### src/rtl/ctp_pkg.sv
/*
 * Shared definitions for the cascaded timer, carrier generator and PWM block:
 * mode encodings, control byte layout, clock-select codes and reset values.
 * Assumes one core clock that is also the main oscillator for the count clock.
 */
// Function
// - Upper count byte is the high byte, lower count byte the low byte.
// - In cascade mode only the lower run bit starts and clears the count.
// - Full match of both bytes clears both together; counting continues.
// - Full match pulses only the lower match interrupt, never the upper one.
// - Interval is 256 times upper compare plus lower compare plus one ticks.
// - Clock select 000 full, 001 quarter, 010 half, 011 quarter, 100 eighth, 101 sixteenth.
// - Cascade square wave toggles the output on every full match.
// - Clearing the lower run bit forces the square wave output low.
// - Output pin starts low when the output gate is enabled, except in carrier mode with remote select and active envelope both set.
// - Carrier: lower match pulses lower irq, toggles carrier, swaps compare.
// - Carrier: upper match pulses upper irq and loads active from buffer bit.
// - Carrier: carrier clock drives the pin while the active envelope bit is one and remote select is zero.
// - Control byte: bit 0 active envelope, bit 1 buffer, bit 2 remote select.
// - Active envelope bit is writable only while the output gate is off.
// - Buffer bit is lost on carrier stop; software reloads it before restart.
// - PWM low width follows low-phase compare, high width high-phase compare.
// - PWM match pulses irq, toggles output, swaps compare, clears lower count.
package ctp_pkg;

    // ----------------------------------------------------------------
    // Operating modes
    // ----------------------------------------------------------------
    typedef enum logic [2:0] {
        CTP_MODE_CASCADE = 3'b001,
        CTP_MODE_CARRIER = 3'b010,
        CTP_MODE_PWM = 3'b100
    } ctp_mode_type;

    // ----------------------------------------------------------------
    // Control byte layout
    // ----------------------------------------------------------------
    localparam int CTP_ACTIVE_BIT = 0;
    localparam int CTP_BUFFER_BIT = 1;
    localparam int CTP_REMOTE_BIT = 2;
    localparam logic [4:0] CTP_CTRL_PAD = 5'h00;

    // ----------------------------------------------------------------
    // Clock select codes
    // ----------------------------------------------------------------
    localparam logic [2:0] CTP_SEL_DIV1 = 3'h0;
    localparam logic [2:0] CTP_SEL_DIV4A = 3'h1;
    localparam logic [2:0] CTP_SEL_DIV2 = 3'h2;
    localparam logic [2:0] CTP_SEL_DIV4B = 3'h3;
    localparam logic [2:0] CTP_SEL_DIV8 = 3'h4;
    localparam logic [2:0] CTP_SEL_DIV16 = 3'h5;

    // ----------------------------------------------------------------
    // Reset values and counts
    // ----------------------------------------------------------------
    localparam logic [7:0] CTP_BYTE_ZERO = 8'h00;
    localparam logic [7:0] CTP_BYTE_MAX = 8'hff;
    localparam logic [3:0] CTP_DIV_ZERO = 4'h0;
    localparam logic [3:0] CTP_DIV_STEP = 4'h1;
    localparam logic [7:0] CTP_BYTE_STEP = 8'h01;

    // Settings carried into the core as one bundle
    typedef struct packed {
        ctp_mode_type mode;
        logic [2:0] clk_sel;
        logic lower_run;
        logic upper_run;
        logic gate;
    } ctp_cfg_type;

endpackage

### src/rtl/ctp_timer.sv
/*
 * Cascaded pair of 8-bit timers with 16-bit interval and square-wave,
 * carrier generator with envelope gating, and PWM output.
 * Assumes all inputs are synchronous to CORE_CLK, which is the main
 * oscillator; compares and mode are static while the timer runs.
 */
`timescale 1ns/1ps
module ctp_timer (
    // Clock and reset
    input wire logic CORE_CLK,
    input wire logic RST,
    // Configuration
    input wire logic [1:0] MODE_SEL,
    input wire logic [2:0] CLOCK_SELECT,
    input wire logic LOWER_RUN_BIT,
    input wire logic UPPER_RUN_BIT,
    input wire logic OUTPUT_GATE_ENABLE,
    // Compare values
    input wire logic [7:0] UPPER_COMPARE,
    input wire logic [7:0] LOW_PHASE_COMPARE,
    input wire logic [7:0] HIGH_PHASE_COMPARE,
    // Carrier output control byte
    input wire logic CTRL_WR,
    input wire logic [7:0] CTRL_WDATA,
    output logic [7:0] CTRL_RDATA,
    // Status
    output logic [7:0] UPPER_COUNT_BYTE,
    output logic [7:0] LOWER_COUNT_BYTE,
    // Events and pin
    output logic UPPER_MATCH_IRQ,
    output logic LOWER_MATCH_IRQ,
    output logic TIMER_OUTPUT_PIN
);
    import ctp_pkg::*;

    // ----------------------------------------------------------------
    // Count clock decode
    // ----------------------------------------------------------------
    function automatic logic clk_tick(input logic [2:0] sel, input logic [3:0] div);
        logic t;
        t = 1'b0;
        case (sel)
            CTP_SEL_DIV1: t = 1'b1;
            CTP_SEL_DIV2: t = div[0];
            CTP_SEL_DIV4A: t = &div[1:0];
            CTP_SEL_DIV4B: t = &div[1:0];
            CTP_SEL_DIV8: t = &div[2:0];
            CTP_SEL_DIV16: t = &div;
            default: t = 1'b0;
        endcase
        return t;
    endfunction

    // ----------------------------------------------------------------
    // Compare decode
    // ----------------------------------------------------------------
    // Shared by every match term so all compares agree
    function automatic logic byte_hit(input logic [7:0] count, input logic [7:0] cmp);
        return (count == cmp);
    endfunction

    // ----------------------------------------------------------------
    // Configuration bundle
    // ----------------------------------------------------------------
    ctp_cfg_type cfg;
    ctp_mode_type mode_dec;

    // Code 11 falls back to cascade
    always_comb begin
        case (MODE_SEL)
            2'b01: mode_dec = CTP_MODE_CARRIER;
            2'b10: mode_dec = CTP_MODE_PWM;
            default: mode_dec = CTP_MODE_CASCADE;
        endcase
    end

    // One driver for the whole bundle keeps it a single variable
    assign cfg = '{
        mode: mode_dec,
        clk_sel: CLOCK_SELECT,
        lower_run: LOWER_RUN_BIT,
        upper_run: UPPER_RUN_BIT,
        gate: OUTPUT_GATE_ENABLE
    };

    // ----------------------------------------------------------------
    // State
    // ----------------------------------------------------------------
    logic [3:0] div_q;
    logic [7:0] lower_q;
    logic [7:0] upper_q;
    logic phase_q;
    logic wave_q;
    logic act_q;
    logic buf_q;
    logic rmt_q;
    logic run_prev_q;
    logic upper_irq_q;
    logic lower_irq_q;
    logic out_q;
    logic out_d;

    logic tick;
    logic cascade;
    logic carrier;
    logic pwm;
    logic [7:0] phase_cmp;
    logic full_match;
    logic lower_match;
    logic upper_match;
    logic upper_step;
    logic lower_event;
    logic upper_event;

    assign cascade = (cfg.mode == CTP_MODE_CASCADE);
    assign carrier = (cfg.mode == CTP_MODE_CARRIER);
    assign pwm = (cfg.mode == CTP_MODE_PWM);

    // ----------------------------------------------------------------
    // Prescaler
    // ----------------------------------------------------------------
    // Free running so the selected rate is a single enable pulse.
    // Not restarted by run: first tick may come up to divider-1 cycles late.
    always_ff @(posedge CORE_CLK) begin
        if (RST) begin
            div_q <= CTP_DIV_ZERO;
        end else begin
            div_q <= div_q + CTP_DIV_STEP;
        end
    end

    // Codes 110 and 111 give no tick, so the counters hold
    assign tick = clk_tick(cfg.clk_sel, div_q);

    // ----------------------------------------------------------------
    // Match detection
    // ----------------------------------------------------------------
    assign phase_cmp = phase_q ? HIGH_PHASE_COMPARE : LOW_PHASE_COMPARE;

    // Both bytes must match in the same tick
    assign full_match = byte_hit(lower_q, LOW_PHASE_COMPARE) &&
                        byte_hit(upper_q, UPPER_COMPARE);
    assign lower_match = byte_hit(lower_q, phase_cmp);
    assign upper_match = byte_hit(upper_q, UPPER_COMPARE);

    // Upper timer counts carrier half periods in carrier mode
    assign upper_step = carrier && cfg.upper_run && lower_match;

    assign lower_event = cfg.lower_run && tick &&
                         (cascade ? full_match : lower_match);
    // Needs a tick so a held match cannot fire twice
    assign upper_event = cfg.lower_run && tick && upper_step && upper_match;

    // ----------------------------------------------------------------
    // Lower count byte
    // ----------------------------------------------------------------
    // Clears on stop so a restart always begins at zero
    always_ff @(posedge CORE_CLK) begin
        if (RST) begin
            lower_q <= CTP_BYTE_ZERO;
        end else if (!cfg.lower_run) begin
            lower_q <= CTP_BYTE_ZERO;
        end else if (tick) begin
            if (lower_event) begin
                lower_q <= CTP_BYTE_ZERO;
            end else begin
                lower_q <= lower_q + CTP_BYTE_STEP;
            end
        end
    end

    // ----------------------------------------------------------------
    // Upper count byte
    // ----------------------------------------------------------------
    // Upper run bit is ignored while cascaded.
    always_ff @(posedge CORE_CLK) begin
        if (RST) begin
            upper_q <= CTP_BYTE_ZERO;
        end else if (cascade) begin
            if (!cfg.lower_run) begin
                upper_q <= CTP_BYTE_ZERO;
            end else if (tick) begin
                if (full_match) begin
                    upper_q <= CTP_BYTE_ZERO;
                end else if (lower_q == CTP_BYTE_MAX) begin
                    upper_q <= upper_q + CTP_BYTE_STEP;
                end
            end
        end else if (carrier) begin
            if (!cfg.upper_run || !cfg.lower_run) begin
                upper_q <= CTP_BYTE_ZERO;
            end else if (tick && upper_step) begin
                if (upper_match) begin
                    upper_q <= CTP_BYTE_ZERO;
                end else begin
                    upper_q <= upper_q + CTP_BYTE_STEP;
                end
            end
        end else begin
            upper_q <= CTP_BYTE_ZERO;
        end
    end

    // ----------------------------------------------------------------
    // Compare phase select
    // ----------------------------------------------------------------
    // Each run restarts on the low-phase compare
    always_ff @(posedge CORE_CLK) begin
        if (RST) begin
            phase_q <= 1'b0;
        end else if (!cfg.lower_run || cascade) begin
            phase_q <= 1'b0;
        end else if (lower_event) begin
            phase_q <= ~phase_q;
        end
    end

    // ----------------------------------------------------------------
    // Wave toggle flip-flop
    // ----------------------------------------------------------------
    // Held low while stopped or gated off so each enable starts low.
    always_ff @(posedge CORE_CLK) begin
        if (RST) begin
            wave_q <= 1'b0;
        end else if (!cfg.lower_run) begin
            wave_q <= 1'b0;
        end else if (!cfg.gate) begin
            wave_q <= 1'b0;
        end else if (lower_event) begin
            wave_q <= ~wave_q;
        end
    end

    // ----------------------------------------------------------------
    // Interrupt pulses
    // ----------------------------------------------------------------
    // Registered so each event gives exactly one cycle pulse
    always_ff @(posedge CORE_CLK) begin
        if (RST) begin
            lower_irq_q <= 1'b0;
        end else begin
            lower_irq_q <= lower_event;
        end
    end

    // Never raised by a cascaded full match
    always_ff @(posedge CORE_CLK) begin
        if (RST) begin
            upper_irq_q <= 1'b0;
        end else begin
            upper_irq_q <= upper_event;
        end
    end

    // ----------------------------------------------------------------
    // Carrier output control byte
    // ----------------------------------------------------------------
    always_ff @(posedge CORE_CLK) begin
        if (RST) begin
            run_prev_q <= 1'b0;
        end else begin
            run_prev_q <= cfg.lower_run;
        end
    end

    // Reload on the upper event wins over a software write.
    always_ff @(posedge CORE_CLK) begin
        if (RST) begin
            act_q <= 1'b0;
        end else if (upper_event) begin
            act_q <= buf_q;
        end else if (CTRL_WR && !cfg.gate) begin
            act_q <= CTRL_WDATA[CTP_ACTIVE_BIT];
        end
    end

    // Buffer is dropped when the carrier stops; a write in that cycle wins.
    always_ff @(posedge CORE_CLK) begin
        if (RST) begin
            buf_q <= 1'b0;
        end else if (CTRL_WR) begin
            buf_q <= CTRL_WDATA[CTP_BUFFER_BIT];
        end else if (carrier && run_prev_q && !cfg.lower_run) begin
            buf_q <= 1'b0;
        end
    end

    always_ff @(posedge CORE_CLK) begin
        if (RST) begin
            rmt_q <= 1'b0;
        end else if (CTRL_WR) begin
            rmt_q <= CTRL_WDATA[CTP_REMOTE_BIT];
        end
    end

    // ----------------------------------------------------------------
    // Output pin
    // ----------------------------------------------------------------
    // Remote select shows the raw envelope level instead of the carrier
    always_comb begin
        out_d = 1'b0;
        case (cfg.mode)
            CTP_MODE_CASCADE: out_d = wave_q;
            CTP_MODE_PWM: out_d = wave_q;
            CTP_MODE_CARRIER: begin
                if (!act_q) begin
                    out_d = 1'b0;
                end else if (rmt_q) begin
                    out_d = 1'b1;
                end else begin
                    out_d = wave_q;
                end
            end
            default: out_d = 1'b0;
        endcase
    end

    // Registered so the pin never glitches on mode changes
    always_ff @(posedge CORE_CLK) begin
        if (RST) begin
            out_q <= 1'b0;
        end else if (!cfg.gate) begin
            out_q <= 1'b0;
        end else begin
            out_q <= out_d;
        end
    end

    // ----------------------------------------------------------------
    // Port drive
    // ----------------------------------------------------------------
    assign CTRL_RDATA = {CTP_CTRL_PAD, rmt_q, buf_q, act_q};
    assign UPPER_COUNT_BYTE = upper_q;
    assign LOWER_COUNT_BYTE = lower_q;
    assign UPPER_MATCH_IRQ = upper_irq_q;
    assign LOWER_MATCH_IRQ = lower_irq_q;
    assign TIMER_OUTPUT_PIN = out_q;

endmodule // ctp_timer

### config.mk
export PLATFORM = sky130hd
export DESIGN_NAME = ctp_timer
export DESIGN_NICKNAME = d
export VERILOG_FILES = /design/src/rtl/ctp_pkg.sv /design/src/rtl/ctp_timer.sv
export SDC_FILE = /design/constraint.sdc
export NUM_CORES = 1
export LEC_CHECK = 0
export BUFFER_PORTS_ARGS = -buffer_cell sky130_fd_sc_hd__buf_2
export CAP_MARGIN = 15
export CORE_MARGIN = 3
export CORE_UTILIZATION = 54
export CTS_BUF_LIST = sky130_fd_sc_hd__clkbuf_8
export CTS_CLUSTER_SIZE = 40
export DETAILED_ROUTE_END_ITERATION = 6
export GPL_TIMING_DRIVEN = 0
export PLACE_DENSITY = 0.88
export SLEW_MARGIN = 20
export SYNTH_ARGS = -nofsm -noshare
export SYNTH_HDL_FRONTEND = slang
export SYNTH_SLANG_ARGS = --single-unit
### constraint.sdc
create_clock -name CORE_CLK -period 5.3 [get_ports CORE_CLK]
set_input_delay 0.795 -clock CORE_CLK [delete_from_list [all_inputs] [get_ports CORE_CLK]]
set_output_delay 0.795 -clock CORE_CLK [all_outputs]
set_load 0.02 [all_outputs]
After elaboration in Yosys (flattened, before gate mapping)
Cells that the tools add are included.

word-level totals
  ROM bits = 0
  RAM bits = 0
  memories = 0
  output and inout port bits = 27
  latch bits = 0
  flip-flop bits (word level) = 29

operators by class
  mux-type cells = 21
  shift operators = 0
  bitwise gates (word level) = 4
  divide/modulo/power cells = 0
  reduce and logical (&&, ||, !) cells = 29
  equality and inequality tests = 17
  magnitude comparators = 0
  multiply operators = 0
  $add $sub $neg = 3

operators by type and width
  cell                                                  number
  2-to-1 mux 8 bit                                      11
  equality test 8 bit                                   3
  adder 8 x 1 -> 8 bit (second input constant)          2
  logical AND 1 bit                                     11
  OR reduction 2 bit                                    5
  equality test 3 x 2 -> 1 bit (second input constant)  3
  equality test 3 bit (second input constant)           3
  equality test 8 bit (second input constant)           1
  != test 4 x 2 -> 1 bit (second input constant)        2
  2-to-1 mux 1 bit                                      7
  equality test 3 x 1 -> 1 bit (second input constant)  2
  one-hot mux 3 bit (2 select lines)                    1
  AND reduction 3 bit                                   2
  one-hot mux 1 bit (5 select lines)                    1
  adder 4 x 1 -> 4 bit (second input constant)          1
  inverter 1 bit                                        4
  AND reduction 4 bit                                   1
  nonzero test 2 bit                                    2
  logical NOT 1 bit                                     3
  logical NOT 3 bit                                     1
  != test 3 bit (second input constant)                 1
  OR reduction 3 bit                                    1
  equality test 2 x 1 -> 1 bit (second input constant)  1
  equality test 2 bit (second input constant)           1
  other kinds (3)                                       4

Longest topological paths before layout
  word-level depth = 10
  mapped depth = 10
  mapped depth without buffers = 8

Worst setup path before layout
Ideal clock, no wire load.

  path type = input-to-reg
  from = input port CLOCK_SELECT[2]
  to = register upper_q[5] (netlist: UPPER_COUNT_BYTE[5])
  data required time = 5178 ps
  buffers on the path = 1
  setup time = 122 ps
  slack = 2781 ps
  cell stages on the path = 8
  data arrival time = 2397 ps
  path through = a21bo_2 nand2_1 a222oi_1 clkbuf_1 a31oi_1 a2bb2oi_4 nor2_2 a221o_1

on the way
  cells in the longest elaborated chain, start to end = 6

RTL lines
  what                                                                                 line              RTL
  start, declared                                                                      ctp_timer.sv:14   input wire logic [2:0] CLOCK_SELECT,
  equality test 3 x 2 -> 1 bit / equality test 3 x 1 -> 1 bit (equally long branches)  ctp_timer.sv:42   case (sel)
  OR reduction 2 bit (no source line)                                                  --
  one-hot mux 1 bit (5 select lines) (*)                                               ctp_timer.sv:42
  logical AND 1 bit                                                                    ctp_timer.sv:192  end else if (tick && upper_step) begin
  != test 4 x 2 -> 1 bit (no source line)                                              --
  AND reduction 3 bit (no source line) (*)                                             --
  end signal, assigned                                                                 ctp_timer.sv:186  upper_q <= upper_q + CTP_BYTE_STEP;
  end signal, assigned                                                                 ctp_timer.sv:196  upper_q <= upper_q + CTP_BYTE_STEP;
  end, declared                                                                        ctp_timer.sv:91   logic [7:0] upper_q;

Every way passes the cells marked *; elsewhere a longest branch is shown, timed or not.
A chain may end at the register's enable or synchronous reset.

Final worst setup path
Ends and elaborated chain as after synthesis.

==> results.md <==
Clock network:
- The H-tree was split into 2 levels.
- The count of hold buffers inserted by post-cts repair is 0.
- TritonCTS built the clock tree.
- The number of gates resized after CTS was 0.
- After clock tree synthesis, the setup repair step added 0 buffers.
- The total clock buffers created by CTS is 5.
- The cell at the root of the clock tree is sky130_fd_sc_hd__clkbuf_8.
- The later-pin clock latency in the skew report is around 290 ps.
- The longest clock path from root to sink contains 2 buffers.
- The count of clock tree sinks is 29.
- The register clock-pin slew on the reported worst setup and hold paths is 60 ps.

Timing:
- The smallest clock period supported by the final layout is computed as about 2700 ps.
- The post-route worst hold slack is between 400 and 500 ps.
- The final worst clock skew is 6.68 ps.
- The highest achievable clock rate is 0.372 GHz.
- The max-slew violation count is 0.
- The final-report setup violation count is 0.
- In the final timing run, aggregate negative setup slack is 0 ps.
- The total count of hold-check failures in the final report is 0.
- Setup repair after global routing left no endpoint under its margin.
- The share of the cycle needed by the critical path after routing is 0.507.

Placed design:
- The sum of net half-perimeters after detailed placement is 3100 um.
- Once placement finished, the instance area stood at between 0.002 and 0.0025 mm2.
- Buffers placed on the I/O ports in this run total 59.
- The global placer's final weighted congestion is 0.882.

Route:
- The remaining number of nets flagged by the antenna check after routing is 0.
- The final routed wirelength across all metal layers is 4140 um.
- The total vias in the final route is 1641.
- In the routed design, unresolved DRC markers number 0.
- Summed over all nets, wire length on met2 after detailed routing comes to 2040 um.
- For this run, the detailed router's first-pass iteration total came to 4.
- In the detailed route, the total length drawn on met3 is 335 um.
- The detailed-route vias per instance is 5.23.
- The highest layer used for signal routing is met4.
- The post-route met1 wirelength is ~1700 um.
- The average detailed-routed wire length per instance is 13.2 um.
- For this block, the initial DRC count from the detailed router was between 50 and 60.

Flow run:
- The tool flagged a number of max-cap violations equal to 0.

Logic synthesis:
- Summing every instance area after synthesis gives 0.00177 mm2.
- The number of cells produced by synthesis is 199.
- The most used flip-flop cell after synthesis is sky130_fd_sc_hd__dfxtp_1.
- The synthesized design contains 29 register bits.
- The share of synthesized area occupied by flip-flops and latches is 0.327.
- The netlist uses 39 different library cells.
- In the synthesized netlist the async set-or-reset flop fraction comes to 0.
- Yosys mapped a number of flops with a built-in enable equal to 0.
- The count of warnings emitted by yosys is 0.
- The average instance in the mapped netlist occupies 8.92 um2.

Floorplan:
- The top-level I/O count is 70.
- After floorplanning, the core was sized to cover a little over 0.003 mm2.
- The die is 63.3 um tall.
- For this configuration, the core starts out at a cell density of 0.572.
- The floorplan step set the die width to around 63 um.
- The floorplan die area is 0.00401 mm2.
- The floorplan has 20 rows.

Worst hold path:
- The end point of the most critical hold path is div_q[0]$_SDFF_PP0_.
- In this run the worst hold path is classified as reg -> reg.
- In this run the most critical hold path is launched from div_q[0]$_SDFF_PP0_.
- The worst hold path stage count is 1.

Cells and area:
- After routing the design area is 0.00226 mm2.
- The share of post-route cells with drive strength above 1 is 0.311.
- Measured on the finished design, the core utilization comes to 0.727.
- The antenna cell count is 0.
- After the last flow step, the layout net total stands at 318.
- The area growth from synthesis to layout is 27.2%.

Critical path:
- STA classifies the critical path endpoint as a flip-flop.
- The family with the most delay on the worst path is compound AO/OA/AOI/OAI gates.
- The worst register-to-register path ends at UPPER_COUNT_BYTE[5]$_SDFFE_PP0P_.
- The cell at the slowest stage of the critical path is sky130_fd_sc_hd__a222oi_1.
- The critical path contains buffers and inverters numbering 2 combined.
- The setup check on the worst reg-to-reg path leaves a slack of 2740 ps.
- The stage delay of the slowest cell on the critical path is 400 ps.
- The worst register-to-register path begins at div_q[0]$_SDFF_PP0_.
- STA classifies the critical path startpoint as an input port.
- The critical path required time is 5480 ps.
- The category of the most critical setup path is in -> reg.
- Counting cells, the worst reg-to-reg path comes to 9.
- STA puts the critical path data arrival time at 2870 ps.
- Traced cell by cell, the critical path runs through buf_2 > a21bo_2 > nand2_1 > a222oi_1 > clkbuf_1 > a31oi_1 > a2bb2oi_4 > nor2_2 > a221o_1.
- Along the worst path, the maximum fanout reaches 10.

GRT:
- The number of antenna violations at the first check in global routing is 0.
- The number of global-route vias before repair came to between 1500 and 2000.
- The total routing usage reported by global routing is 0.221.
- The total global routing overflow is 0.
- Entering global routing, the biggest net connects 11 pins.
- The first global-routing pass estimated 7000 um of wire.

Power:
- The power density over cell area is 240 mW/mm2.
- The worst ir drop on vdd is 155 uV.
- For this design the static power due to leakage is 1.02 nW.

Status:
- The flow ran to the end, and the final reports show no timing, DRC or antenna violations.
[worst max path at each step]
stage                    startpoint                               end  depth (start not counted)
finish              CLOCK_SELECT[2]  UPPER_COUNT_BYTE[5]$_SDFFE_PP0P_                          9
global route        CLOCK_SELECT[2]  LOWER_COUNT_BYTE[6]$_SDFFE_PP0P_                          9
CTS                 CLOCK_SELECT[2]  UPPER_COUNT_BYTE[5]$_SDFFE_PP0P_                          9
detailed placement  CLOCK_SELECT[2]  UPPER_COUNT_BYTE[5]$_SDFFE_PP0P_                          9
global placement    CLOCK_SELECT[2]  UPPER_COUNT_BYTE[5]$_SDFFE_PP0P_                          9
floorplan           CLOCK_SELECT[2]  UPPER_COUNT_BYTE[5]$_SDFFE_PP0P_                          8
[report_power, final]
part | internal (W) | leakage (nW) | switching, W
clock network | 0.000151 | 0.0626 | 0.0000886
logic | 0.0000358 | 0.719 | 0.0000375
registers | 0.000223 | 0.235 | 0.00000494
[sequential cells by signal, summed over array words and instances, names as in the netlist]
name	cells
LOWER_COUNT_BYTE	8
UPPER_COUNT_BYTE	8
div_q	4
LOWER_MATCH_IRQ	1
TIMER_OUTPUT_PIN	1
UPPER_MATCH_IRQ	1
act_q	1
buf_q	1
phase_q	1
rmt_q	1
run_prev_q	1
wave_q	1
[Yosys cell counts, drive strengths merged (3+ instances only)]
cell,n,area share
a21oi,4,0.011
a22o,3,0.015
and2,3,0.011
and3,5,0.018
buf,11,0.047
clkbuf,3,0.0063
dfxtp,29,0.33
ha,6,0.042
mux2i,8,0.045
nand2,14,0.030
nand2b,4,0.014
nand3,8,0.023
nand3b,4,0.017
nand4,8,0.028
nor2,23,0.050
nor2b,7,0.025
xnor2,30,0.15
xor2,6,0.030
[layer usage]
metal	GRT usage	up-vias
met4	0.113	0
li1	-	814
met5	0	-
met3	0.0624	10
met2	0.370	64
met1	0.254	753
[worst register-to-register path: cells and delay by family (launching register included)]
family,cells,cell delay [ps]
fa+ha+maj,2,350
compound gates,4,1170
simple gates,2,150
flops,1,380
buf+inv,1,400
[area by class of cell]
cell class                 instances  area (um2)
multi-input combinational        158        1110
clock inverter                     2        33.8
clock buffer                       6        82.6
fill                             266         847
inverter                           2        7.51
timing repair buffer              59         295
tap                               44        55.1
sequential                        29         581
buffer                            14        95.1
[layout by cell type (no fill, tap or decap), types with 2 or more instances in the layout]
cell type and n:
sky130_fd_sc_hd__nand4_1 8, sky130_fd_sc_hd__a22o_1 3, sky130_fd_sc_hd__nor4_2 2, sky130_fd_sc_hd__mux2i_1 8, sky130_fd_sc_hd__nand3b_1 4, sky130_fd_sc_hd__nand2_1 14, sky130_fd_sc_hd__nand2b_1 4, sky130_fd_sc_hd__ha_1 6
sky130_fd_sc_hd__buf_2 60, sky130_fd_sc_hd__nand3_1 8, sky130_fd_sc_hd__conb_1 5, sky130_fd_sc_hd__a221o_1 2, sky130_fd_sc_hd__o21ai_0 2, sky130_fd_sc_hd__buf_4 9, sky130_fd_sc_hd__nor2_1 22, sky130_fd_sc_hd__clkbuf_1 3
sky130_fd_sc_hd__a211oi_1 2, sky130_fd_sc_hd__inv_1 3, sky130_fd_sc_hd__and3_1 5, sky130_fd_sc_hd__xnor2_1 30, sky130_fd_sc_hd__xor2_1 6, sky130_fd_sc_hd__dfxtp_1 29, sky130_fd_sc_hd__and2_1 3, sky130_fd_sc_hd__nor2b_1 7
sky130_fd_sc_hd__a21oi_1 4, sky130_fd_sc_hd__clkbuf_8 6
[cells by family after synthesis]
logic type,share of synthesized area
AO/OA/AOI/OAI,0.0987
XOR/XNOR,0.178
AND/OR/NAND/NOR,0.243
multiplexers,0.0515
flip-flops,0.327
buffers and inverters,0.0578
other,0.00211
adder cells (fa/ha/maj),0.0423
[through the flow]
| stage | setup slack (ps) | power, W | std cells |
|---|---|---|---|
| 5_1_grt | 2430 | 0.000560 | 314 |
| 4_1_cts | 2660 | 0.000541 | 314 |
| 2_1_floorplan | 2780 | 0.000278 | 203 |
| 3_5_place_dp | 2350 | 0.000305 | 306 |
| 6_report | 2610 | 0.000541 | 314 |
| 3_3_place_gp | 2390 | 0.000303 | 306 |
Power figures use the tool's default switching activity.
